`src/dic_pkg.sv`:
```
// ---------------------------------------------------------------
// How it works
// pin enable bit off leaves pin undriven
// one shared output-enable strobe for DRAM areas
// synchronous DRAM gets clock enable on pin
// timing bit picks row strobe half-state
// timing bit picks two or three column states
// reserved bits stay readable and writable
// three-bit code assigns space; zero all normal
// code one keeps areas three to five normal
// continuous DRAM puts row strobe on select two
// continuous SDRAM strobes on selects two to four
// mode-setting code issues mode register commands
// code one makes area two DRAM
// codes two, three, seven decode; six prohibited
// ---------------------------------------------------------------
package dic_pkg;

   // ---------------------------------------------------------------
   // register map
   // ---------------------------------------------------------------
   localparam logic [7:0] DIC_CTRL_OFS = 8'h00;
   localparam logic [7:0] DIC_STAT_OFS = 8'h04;
   localparam logic [7:0] DIC_CTRL_RESET = 8'h00;
   // bit positions inside the stored upper byte, and that byte's lowest bit in the bus word
   localparam int DIC_PEN_POS = 7;
   localparam int DIC_RTIM_POS = 6;
   localparam int DIC_RSV13_POS = 5;
   localparam int DIC_CLEN_POS = 4;
   localparam int DIC_RSV11_POS = 3;
   localparam int DIC_SEL_LSB = 0;
   localparam int DIC_CTRL_LSB = 8;

   // ---------------------------------------------------------------
   // space select codes
   // ---------------------------------------------------------------
   localparam logic [2:0] DIC_SEL_NORMAL = 3'h0;
   localparam logic [2:0] DIC_SEL_DRAM2 = 3'h1;
   localparam logic [2:0] DIC_SEL_DRAM23 = 3'h2;
   localparam logic [2:0] DIC_SEL_DRAM25 = 3'h3;
   localparam logic [2:0] DIC_SEL_SDRAM = 3'h4;
   localparam logic [2:0] DIC_SEL_MODESET = 3'h5;
   localparam logic [2:0] DIC_SEL_PROHIB = 3'h6;
   localparam logic [2:0] DIC_SEL_CONT = 3'h7;

   // ---------------------------------------------------------------
   // timing counts, in states of two clock halves each
   // ---------------------------------------------------------------
   localparam logic [1:0] DIC_COL_SHORT = 2'h2;
   localparam logic [1:0] DIC_COL_LONG = 2'h3;

   typedef enum logic [1:0] {
      DIC_IDLE = 2'b00,
      DIC_ROW = 2'b01,
      DIC_COL = 2'b11,
      DIC_END = 2'b10
   } dic_state_t;

endpackage : dic_pkg

```
`src/dic_cfg_if.sv`:
```
`timescale 1ns/10ps
interface dic_cfg_if;
   logic row_early;
   logic col_long;
   logic pin_en;
   logic [3:0] dram_area;
   logic cont_dram;
   logic cont_sdram;
   logic mode_set;
   logic prohibited;
   modport src (output row_early, col_long, pin_en, dram_area, cont_dram,
                cont_sdram, mode_set, prohibited);
   modport dst (input row_early, col_long, pin_en, dram_area, cont_dram,
                cont_sdram, mode_set, prohibited);
endinterface : dic_cfg_if

```
`src/dic_space_decode.sv`:
```
`timescale 1ns/10ps
module dic_space_decode (
   input wire logic [7:0] ctrl,
   dic_cfg_if.src cfg
);
   // ---------------------------------------------------------------
   // per-area DRAM flags, index 0 is area 2
   // ---------------------------------------------------------------
   function automatic logic [3:0] dic_dram_areas(input logic [2:0] sel);
      case (sel)
         dic_pkg::DIC_SEL_DRAM2: dic_dram_areas = 4'h1;
         dic_pkg::DIC_SEL_DRAM23: dic_dram_areas = 4'h3;
         dic_pkg::DIC_SEL_DRAM25: dic_dram_areas = 4'hF;
         dic_pkg::DIC_SEL_CONT: dic_dram_areas = 4'hF;
         default: dic_dram_areas = 4'h0;
      endcase
   endfunction : dic_dram_areas

   logic [2:0] sel;
   assign sel = ctrl[dic_pkg::DIC_SEL_LSB +: 3];
   assign cfg.row_early = ctrl[dic_pkg::DIC_RTIM_POS];
   assign cfg.col_long = ctrl[dic_pkg::DIC_CLEN_POS];
   assign cfg.pin_en = ctrl[dic_pkg::DIC_PEN_POS];
   assign cfg.dram_area = dic_dram_areas(sel);
   assign cfg.cont_dram = (sel == dic_pkg::DIC_SEL_CONT);
   assign cfg.cont_sdram = (sel == dic_pkg::DIC_SEL_SDRAM);
   assign cfg.mode_set = (sel == dic_pkg::DIC_SEL_MODESET);
   // prohibited code falls back to normal space
   assign cfg.prohibited = (sel == dic_pkg::DIC_SEL_PROHIB);
endmodule : dic_space_decode

```
`src/dic_strobe_seq.sv`:
```
`timescale 1ns/10ps
module dic_strobe_seq (
   input wire logic clk,
   input wire logic rst_n,
   dic_cfg_if.dst cfg,
   input wire logic acc_req,
   input wire logic [1:0] acc_area,
   input wire logic acc_write,
   output logic acc_busy,
   output logic acc_done,
   output logic [3:0] cs_n,
   output logic cas_n,
   output logic we_n,
   output logic oe_pin,
   output logic oe_pin_oe
);
   dic_pkg::dic_state_t state_reg;
   logic half_reg;
   logic [1:0] cnt_reg;
   logic [1:0] area_reg;
   logic wr_reg, dram_reg, cont_reg, sd_reg, mrs_reg;
   logic go, ras_act, cas_act, oe_act, sd_ras, sd_cas, sd_we, active;
   logic [1:0] col_len;
   logic [3:0] cs_next;

   assign go = acc_req && (state_reg == dic_pkg::DIC_IDLE);
   assign col_len = cfg.col_long ? dic_pkg::DIC_COL_LONG
                             : dic_pkg::DIC_COL_SHORT;

   // ---------------------------------------------------------------
   // state sequence: one row state, then the column states
   // ---------------------------------------------------------------
   always_ff @(posedge clk or negedge rst_n) begin
      if (!rst_n) begin
         state_reg <= dic_pkg::DIC_IDLE;
         half_reg <= 1'b0;
         cnt_reg <= 2'h0;
      end else begin
         case (state_reg)
            dic_pkg::DIC_IDLE: begin
               half_reg <= 1'b0;
               cnt_reg <= 2'h0;
               if (go) begin
                  state_reg <= dic_pkg::DIC_ROW;
               end
            end
            dic_pkg::DIC_ROW: begin
               half_reg <= ~half_reg;
               if (half_reg) begin
                  state_reg <= dic_pkg::DIC_COL;
               end
            end
            dic_pkg::DIC_COL: begin
               half_reg <= ~half_reg;
               if (half_reg) begin
                  if (cnt_reg == col_len - 2'h1) begin
                     state_reg <= dic_pkg::DIC_END;
                  end else begin
                     cnt_reg <= cnt_reg + 2'h1;
                  end
               end
            end
            default: begin
               state_reg <= dic_pkg::DIC_IDLE;
            end
         endcase
      end
   end

   // the access kind is frozen at acceptance, but the timing bits and the oe_pin source stay live,
   // so a register write in mid-access can still change the strobe pattern
   always_ff @(posedge clk or negedge rst_n) begin
      if (!rst_n) begin
         area_reg <= 2'h0;
         wr_reg <= 1'b0;
         dram_reg <= 1'b0;
         cont_reg <= 1'b0;
         sd_reg <= 1'b0;
         mrs_reg <= 1'b0;
      end else if (go) begin
         area_reg <= acc_area;
         wr_reg <= acc_write;
         dram_reg <= cfg.dram_area[acc_area];
         cont_reg <= cfg.cont_dram;
         sd_reg <= cfg.cont_sdram || cfg.mode_set;
         mrs_reg <= cfg.mode_set;
      end
   end

   // ---------------------------------------------------------------
   // strobe terms
   // ---------------------------------------------------------------
   always_comb begin
      active = (state_reg == dic_pkg::DIC_ROW) ||
               (state_reg == dic_pkg::DIC_COL);
      ras_act = ((state_reg == dic_pkg::DIC_ROW) &&
                 (half_reg || cfg.row_early)) ||
                (state_reg == dic_pkg::DIC_COL);
      cas_act = (state_reg == dic_pkg::DIC_COL) &&
                (half_reg || cnt_reg != 2'h0);
      oe_act = dram_reg && !wr_reg && (state_reg == dic_pkg::DIC_COL);
      sd_ras = (state_reg == dic_pkg::DIC_ROW);
      sd_cas = (mrs_reg && sd_ras) ||
               ((state_reg == dic_pkg::DIC_COL) && cnt_reg == 2'h0);
      sd_we = (mrs_reg && sd_ras) ||
              (wr_reg && (state_reg == dic_pkg::DIC_COL) &&
               cnt_reg == 2'h0);
      cs_next = 4'hF;
      if (sd_reg) begin
         cs_next[0] = ~sd_ras;
         cs_next[1] = ~sd_cas;
         cs_next[2] = ~sd_we;
      end else if (cont_reg) begin
         cs_next[0] = ~ras_act;
      end else begin
         cs_next[area_reg] = dram_reg ? ~ras_act : ~active;
      end
   end

   // ---------------------------------------------------------------
   // registered pins
   // ---------------------------------------------------------------
   always_ff @(posedge clk or negedge rst_n) begin
      if (!rst_n) begin
         cs_n <= 4'hF;
         cas_n <= 1'b1;
         we_n <= 1'b1;
         oe_pin <= 1'b1;
         oe_pin_oe <= 1'b0;
      end else begin
         cs_n <= cs_next;
         cas_n <= ~(dram_reg && cas_act);
         we_n <= ~(dram_reg && wr_reg && state_reg == dic_pkg::DIC_COL);
         oe_pin_oe <= cfg.pin_en;
         // clock enable stays high for synchronous DRAM
         oe_pin <= (cfg.cont_sdram || cfg.mode_set) ? 1'b1
                                                    : ~oe_act;
      end
   end

   always_ff @(posedge clk or negedge rst_n) begin
      if (!rst_n) begin
         acc_busy <= 1'b0;
         acc_done <= 1'b0;
      end else begin
         acc_busy <= go || (acc_busy && state_reg != dic_pkg::DIC_END);
         acc_done <= (state_reg == dic_pkg::DIC_END);
      end
   end
endmodule : dic_strobe_seq

```
`src/dic_top.sv`:
```
`timescale 1ns/10ps
module dic_top (
   input wire logic hclk,
   input wire logic hresetn,
   input wire logic hsel,
   input wire logic [31:0] haddr,
   input wire logic [1:0] htrans,
   input wire logic hwrite,
   input wire logic [2:0] hsize,
   input wire logic [31:0] hwdata,
   input wire logic hready,
   output logic [31:0] hrdata,
   output logic hreadyout,
   output logic hresp,
   input wire logic acc_req,
   input wire logic [1:0] acc_area,
   input wire logic acc_write,
   output logic acc_busy,
   output logic acc_done,
   output logic [3:0] cs_n,
   output logic cas_n,
   output logic we_n,
   output logic oe_pin,
   output logic oe_pin_oe
);
   // ---------------------------------------------------------------
   // register state
   // ---------------------------------------------------------------
   logic [7:0] ctrl_reg;
   logic dp_valid_reg;
   logic dp_write_reg;
   logic [7:0] dp_addr_reg;
   logic ap;
   logic wr_ctrl;
   logic [7:0] ctrl_view;
   logic [31:0] rd_next;

   dic_cfg_if cfg_bus ();

   dic_space_decode u_decode (
      .ctrl(ctrl_reg),
      .cfg(cfg_bus.src)
   );

   dic_strobe_seq u_seq (
      .clk(hclk),
      .rst_n(hresetn),
      .cfg(cfg_bus.dst),
      .acc_req(acc_req),
      .acc_area(acc_area),
      .acc_write(acc_write),
      .acc_busy(acc_busy),
      .acc_done(acc_done),
      .cs_n(cs_n),
      .cas_n(cas_n),
      .we_n(we_n),
      .oe_pin(oe_pin),
      .oe_pin_oe(oe_pin_oe)
   );

   // ---------------------------------------------------------------
   // bus slave
   // ---------------------------------------------------------------
   // hsize is not checked: only whole-word transfers are expected
   assign ap = hsel && htrans[1] && hready;
   assign wr_ctrl = dp_valid_reg && dp_write_reg &&
                    (dp_addr_reg == dic_pkg::DIC_CTRL_OFS);
   // forwarding keeps a read right behind a write from going stale
   assign ctrl_view = wr_ctrl ? hwdata[dic_pkg::DIC_CTRL_LSB +: 8]
                              : ctrl_reg;

   always_ff @(posedge hclk or negedge hresetn) begin
      if (!hresetn) begin
         dp_valid_reg <= 1'b0;
         dp_write_reg <= 1'b0;
         dp_addr_reg <= 8'h00;
      end else begin
         dp_valid_reg <= ap;
         if (ap) begin
            dp_write_reg <= hwrite;
            dp_addr_reg <= {haddr[7:2], 2'b00};
         end
      end
   end

   // upper byte only; lower byte fields are not implemented
   always_ff @(posedge hclk or negedge hresetn) begin
      if (!hresetn) begin
         ctrl_reg <= dic_pkg::DIC_CTRL_RESET;
      end else if (wr_ctrl) begin
         ctrl_reg <= hwdata[dic_pkg::DIC_CTRL_LSB +: 8];
      end
   end

   always_comb begin
      rd_next = 32'h0000_0000;
      if (haddr[7:0] == dic_pkg::DIC_CTRL_OFS) begin
         rd_next[dic_pkg::DIC_CTRL_LSB +: 8] = ctrl_view;
      end else if (haddr[7:0] == dic_pkg::DIC_STAT_OFS) begin
         rd_next[10:0] = {cfg_bus.prohibited, cfg_bus.mode_set,
                          cfg_bus.cont_sdram, cfg_bus.cont_dram,
                          cfg_bus.dram_area, acc_done, acc_busy,
                          oe_pin_oe};
      end
   end

   always_ff @(posedge hclk or negedge hresetn) begin
      if (!hresetn) begin
         hrdata <= 32'h0000_0000;
         hreadyout <= 1'b1;
         hresp <= 1'b0;
      end else begin
         hreadyout <= 1'b1;
         hresp <= 1'b0;
         if (ap && !hwrite) begin
            hrdata <= rd_next;
         end
      end
   end

   // ---------------------------------------------------------------
   // checks
   // ---------------------------------------------------------------
   logic go;
   logic [2:0] sel;
   assign go = acc_req && !acc_busy;
   assign sel = ctrl_reg[dic_pkg::DIC_SEL_LSB +: 3];
endmodule : dic_top

```
`config.mk`:
```
export PLATFORM = sky130hd
export DESIGN_NAME = dic_top
export DESIGN_NICKNAME = d
export VERILOG_FILES = /design/src/dic_pkg.sv /design/src/dic_cfg_if.sv /design/src/dic_space_decode.sv /design/src/dic_strobe_seq.sv /design/src/dic_top.sv
export SDC_FILE = /design/constraint.sdc
export NUM_CORES = 1
export LEC_CHECK = 0
export BUFFER_PORTS_ARGS = -buffer_cell sky130_fd_sc_hd__buf_2
export CORE_UTILIZATION = 40
export CTS_BUF_LIST = sky130_fd_sc_hd__clkbuf_2
export DETAILED_ROUTE_END_ITERATION = 7
export GPL_TIMING_DRIVEN = 1
export HOLD_SLACK_MARGIN = 0.05
export PLACE_DENSITY = 0.72
export SYNTH_ARGS = -nofsm -noshare
export SYNTH_HDL_FRONTEND = slang
export SYNTH_HIERARCHICAL = 1
export SYNTH_SLANG_ARGS = --single-unit
```
`constraint.sdc`:
```
create_clock -name hclk -period 1.9 [get_ports hclk]
set_input_delay 0 -clock hclk [delete_from_list [all_inputs] [get_ports hclk]]
set_output_delay 0 -clock hclk [all_outputs]
set_load 0.01 [all_outputs]
```
==> run_summary.xml <==
<?xml version="1.0" encoding="UTF-8"?>
<metrics>
  <group name="worst_setup_path">
    <metric name="reg2reg_depth" unit="">4</metric>
    <metric name="cell_depth_of_the_worst_setup_path" unit="">4</metric>
    <metric name="critPathMaxStageDelay" unit="ns">0.45</metric>
    <metric name="largest_fanout_of_any_net_on_the_critical_path" unit="">6</metric>
    <metric name="crit_slowest_cell" unit="">sky130_fd_sc_hd__dfrtp_1</metric>
    <metric name="endpoint_kind" unit="">register</metric>
    <metric name="timing_worst_setup_path_type" unit="">reg -&gt; reg</metric>
    <metric name="critical_path_cell_by_cell" unit="">nor4_2 -&gt; nand4_2 -&gt; mux2_2 -&gt; a32o_1</metric>
    <metric name="cpLargestDelayFamily" unit="">simple AND/OR/NAND/NOR gates</metric>
    <metric name="worst_setup_path_start_kind" unit="">register</metric>
    <metric name="cp.buffers_inverters" unit="">0</metric>
    <metric name="cp_data_required_time" unit="ns">2.22</metric>
    <metric name="worstPathArrival" unit="ns">2.01</metric>
  </group>
  <group name="cts">
    <metric name="clkSinkCount" unit="">54</metric>
    <metric name="numCtsBuffers" unit="">5</metric>
    <metric name="cts_hold_repair.buffers" unit="">27</metric>
    <metric name="cts_tree" unit="">built</metric>
    <metric name="maximum_buffer_depth_of_the_clock_tree" unit="">2</metric>
    <metric name="cts_setup_buffers" unit="">0</metric>
    <metric name="cts.reportedPaths.clkPinSlew" unit="ns">0.25</metric>
    <metric name="clk_tree_root_cell" unit="">sky130_fd_sc_hd__clkbuf_2</metric>
    <metric name="cts_htree_levels" unit="">2</metric>
    <metric name="postCtsResizedCells" unit="">0</metric>
    <metric name="clkLatencyLatePin" unit="ns">0.41</metric>
  </group>
  <group name="synth">
    <metric name="synth_flop_cell" unit="">sky130_fd_sc_hd__dfrtp_1</metric>
    <metric name="postSynth.asyncResetShare" unit="%">100.0</metric>
    <metric name="synth_enable_flop_cells" unit="">0</metric>
    <metric name="synth_area" unit="sq um">2471</metric>
    <metric name="synth.yosys.warnings" unit="">6</metric>
    <metric name="netlist_instances" unit="">203</metric>
    <metric name="synth.area.top_cells" unit="">sky130_fd_sc_hd__dfrtp_1 (48%), sky130_fd_sc_hd__dfstp_2 (7.4%), sky130_fd_sc_hd__buf_4 (7.0%)</metric>
    <metric name="yosys.area.top_type" unit="">sky130_fd_sc_hd__dfrtp_1</metric>
    <metric name="number_of_register_bits_inferred_by_synthesis" unit="">54</metric>
    <metric name="seq_area_frac_synth" unit="%">55.04</metric>
    <metric name="postSynthAreaPerCell" unit="sq um">12.17</metric>
    <metric name="area_share_of_the_largest_cell_type_after_synthesis" unit="%">47.59</metric>
    <metric name="number_of_distinct_standard_cells_referenced_by_the_synthesized_netlist" unit="">50</metric>
  </group>
  <group name="finish">
    <metric name="finalInstanceArea" unit="sq um">3048</metric>
    <metric name="layout.cells.most_common_list" unit="">sky130_fd_sc_hd__buf_2 (51), sky130_fd_sc_hd__dfrtp_1 (47), sky130_fd_sc_hd__dlygate4sd3_1 (27), sky130_fd_sc_hd__conb_1 (18)</metric>
    <metric name="antennaDiodeCount" unit="">0</metric>
    <metric name="final_common_cell" unit="">sky130_fd_sc_hd__buf_2</metric>
    <metric name="post-route-util" unit="%">51.18</metric>
    <metric name="largest_reg_flops" unit="">16</metric>
    <metric name="area_growth_syn_to_layout" unit="%">23.34</metric>
    <metric name="ratio_of_cells_with_drive_above_1_in_the_final_layout" unit="%">34.74</metric>
    <metric name="finalNetCount" unit="">363</metric>
  </group>
  <group name="sta">
    <metric name="rsz_0062_raised_after_global_routing" unit="">no</metric>
    <metric name="finalHoldViolations" unit="">0</metric>
    <metric name="worst_slew_margin_rel" unit="%">46.41</metric>
    <metric name="final_min_period_over_clock_period" unit="%">88.72</metric>
    <metric name="final_setup_violation_count" unit="">0</metric>
    <metric name="fin_skew" unit="ns">0.01435</metric>
    <metric name="post_route_setup_tns" unit="ns">0</metric>
    <metric name="timing.final.crit_period" unit="ns">1.686</metric>
    <metric name="timing.fmax" unit="MHz">593.2</metric>
    <metric name="tightestPinTransition" unit="ns">0.8039</metric>
    <metric name="maxSlewViolCount" unit="">0</metric>
  </group>
  <group name="floorplanning">
    <metric name="fp.coreArea" unit="sq um">5956</metric>
    <metric name="die_h" unit="um">80.60</metric>
    <metric name="boundaryPins" unit="">122</metric>
    <metric name="initial_core_utilization" unit="%">41.49</metric>
    <metric name="core.rowCount" unit="">28</metric>
    <metric name="die_area" unit="sq um">6496</metric>
    <metric name="die_width" unit="um">80.60</metric>
  </group>
  <group name="detailed_routing">
    <metric name="drt_pass1_iterations" unit="">4</metric>
    <metric name="dr_total_vias" unit="">1733</metric>
    <metric name="postRouteWirelength" unit="mm">4.763</metric>
    <metric name="detailedRoute.firstIterationViolations" unit="">85</metric>
    <metric name="antenna_left" unit="">0</metric>
    <metric name="detail_route.drc_violations" unit="">0</metric>
    <metric name="drt-wirelength-per-cell" unit="um">13.23</metric>
    <metric name="post_drt_via_cell_ratio" unit="">4.814</metric>
  </group>
  <group name="global_routing">
    <metric name="first_pass_grt_wire_length" unit="mm">7.948</metric>
    <metric name="gr-total-overflow" unit="">0</metric>
    <metric name="antenna_violations_before_repair" unit="">0</metric>
    <metric name="grt_use_total" unit="%">15.91</metric>
    <metric name="number_of_global_route_vias_before_repair" unit="">1727</metric>
    <metric name="largest_net_degree_at_the_start_of_global_routing" unit="">38</metric>
  </group>
  <group name="hold_path">
    <metric name="hp-class" unit="">in -&gt; async</metric>
  </group>
  <group name="pwr">
    <metric name="worst_vdd_drop" unit="mV">0.4612</metric>
    <metric name="power_frac_seq" unit="%">54.2</metric>
    <metric name="powerDensity" unit="nW/um^2">1001</metric>
    <metric name="p_leak" unit="nW">1.519</metric>
    <metric name="netSwitchingPower" unit="mW">1.001</metric>
    <metric name="swShare" unit="%">32.81</metric>
    <metric name="combinationalPowerShare" unit="%">32.0</metric>
    <metric name="p_int" unit="mW">2.049</metric>
    <metric name="clock_network_fraction_of_total_power" unit="%">13.8</metric>
  </group>
  <group name="job">
    <metric name="drv.max_cap_violation_count" unit="">0</metric>
  </group>
  <group name="place">
    <metric name="detailed_place_hpwl" unit="mm">3.324</metric>
    <metric name="placed_area" unit="sq um">2739</metric>
    <metric name="gp_congestion" unit="">0.8131</metric>
    <metric name="io_buffers" unit="">51</metric>
  </group>
  <group name="run_status">
    <metric name="outcome" unit="">complete, no violations</metric>
  </group>
</metrics>
final timing paths:
kind | endpoint | from | slack [ns]
hold / removal | dp_addr_reg[3] | hresetn | 0.17
max in group asynchronous | ctrl_reg[3] | hresetn | 1.06
setup / recovery | hrdata[11] | dp_addr_reg[7] | 0.21
setup reg to reg | hrdata[11] | dp_addr_reg[7] | 0.21
min in group hclk | hrdata[1] | haddr[0] | 0.19
hold reg to reg | u_seq/oe_pin_oe | ctrl_reg[7] | 0.42
synth_stat cells (all sizes together) (2+ instances only):
library cell / count
a21oi: 7
a22o: 9
a22oi: 3
a32o: 5
and2: 2
and3: 3
buf: 26
clkbuf: 2
conb: 2
dfrtp: 47
dfstp: 7
inv: 9
mux2: 16
mux2i: 4
nand2: 7
nand2b: 4
nand3: 2
nand4: 3
nand4b: 2
nor2: 10
nor3: 3
nor4: 3
o21a: 2
o21ai: 7
power groups by stage:
stage / sequential, mW / combinational, mW / clock, mW
6_report: 1.65 / 0.976 / 0.422
5_1_grt: 1.70 / 1.10 / 0.494
4_1_cts: 1.65 / 0.986 / 0.452
3_5_place_dp: 1.68 / 0.933 / 0
3_3_place_gp: 1.66 / 0.908 / 0
2_1_floorplan: 1.66 / 0.720 / 0
cell type report:
class,instances,area (sq um)
Clock buffer,6,30.03
Clock inverter,2,8.758
Fill cell,541,2908
Inverter,10,37.54
Multi-Input combinational cell,127,932.1
Sequential cell,54,1360
Tap cell,75,93.84
Timing Repair Buffer,86,585.6
layer usage:
metal	vias to the layer above	wire length (um)	global-route usage, %
met5	-	0	0
met2	43	2366	26.61
met1	844	2176	20.73
li1	846	-	-
met4	0	0	3.214
met3	0	220	4.091
kinds of logic after synthesis:
kind of cell	synth area share [%]
DFF	55.04
muxes	10.73
buffers and inverters	9.671
and+or+nand+nor	11.95
AOI/OAI and AO/OA	11.80
adders and majority gates	0.5062
other	0.3039
metrics by stage:
step / std cells / total power, mW / hold WS (ns) / setup WS, ns
final: 360 / 3.050 / 0.1735 / 0.2142
after global routing: 360 / 3.292 / 0.1481 / 0.07257
after CTS: 360 / 3.091 / 0.1507 / 0.1970
after detailed placement: 325 / 2.611 / 0.1372 / 0.2520
after global placement: 325 / 2.570 / 0.1342 / 0.2518
after floorplan: 219 / 2.380 / -0.2956 / 0.3258
Note: power is estimated with default switching activity, not from simulation.
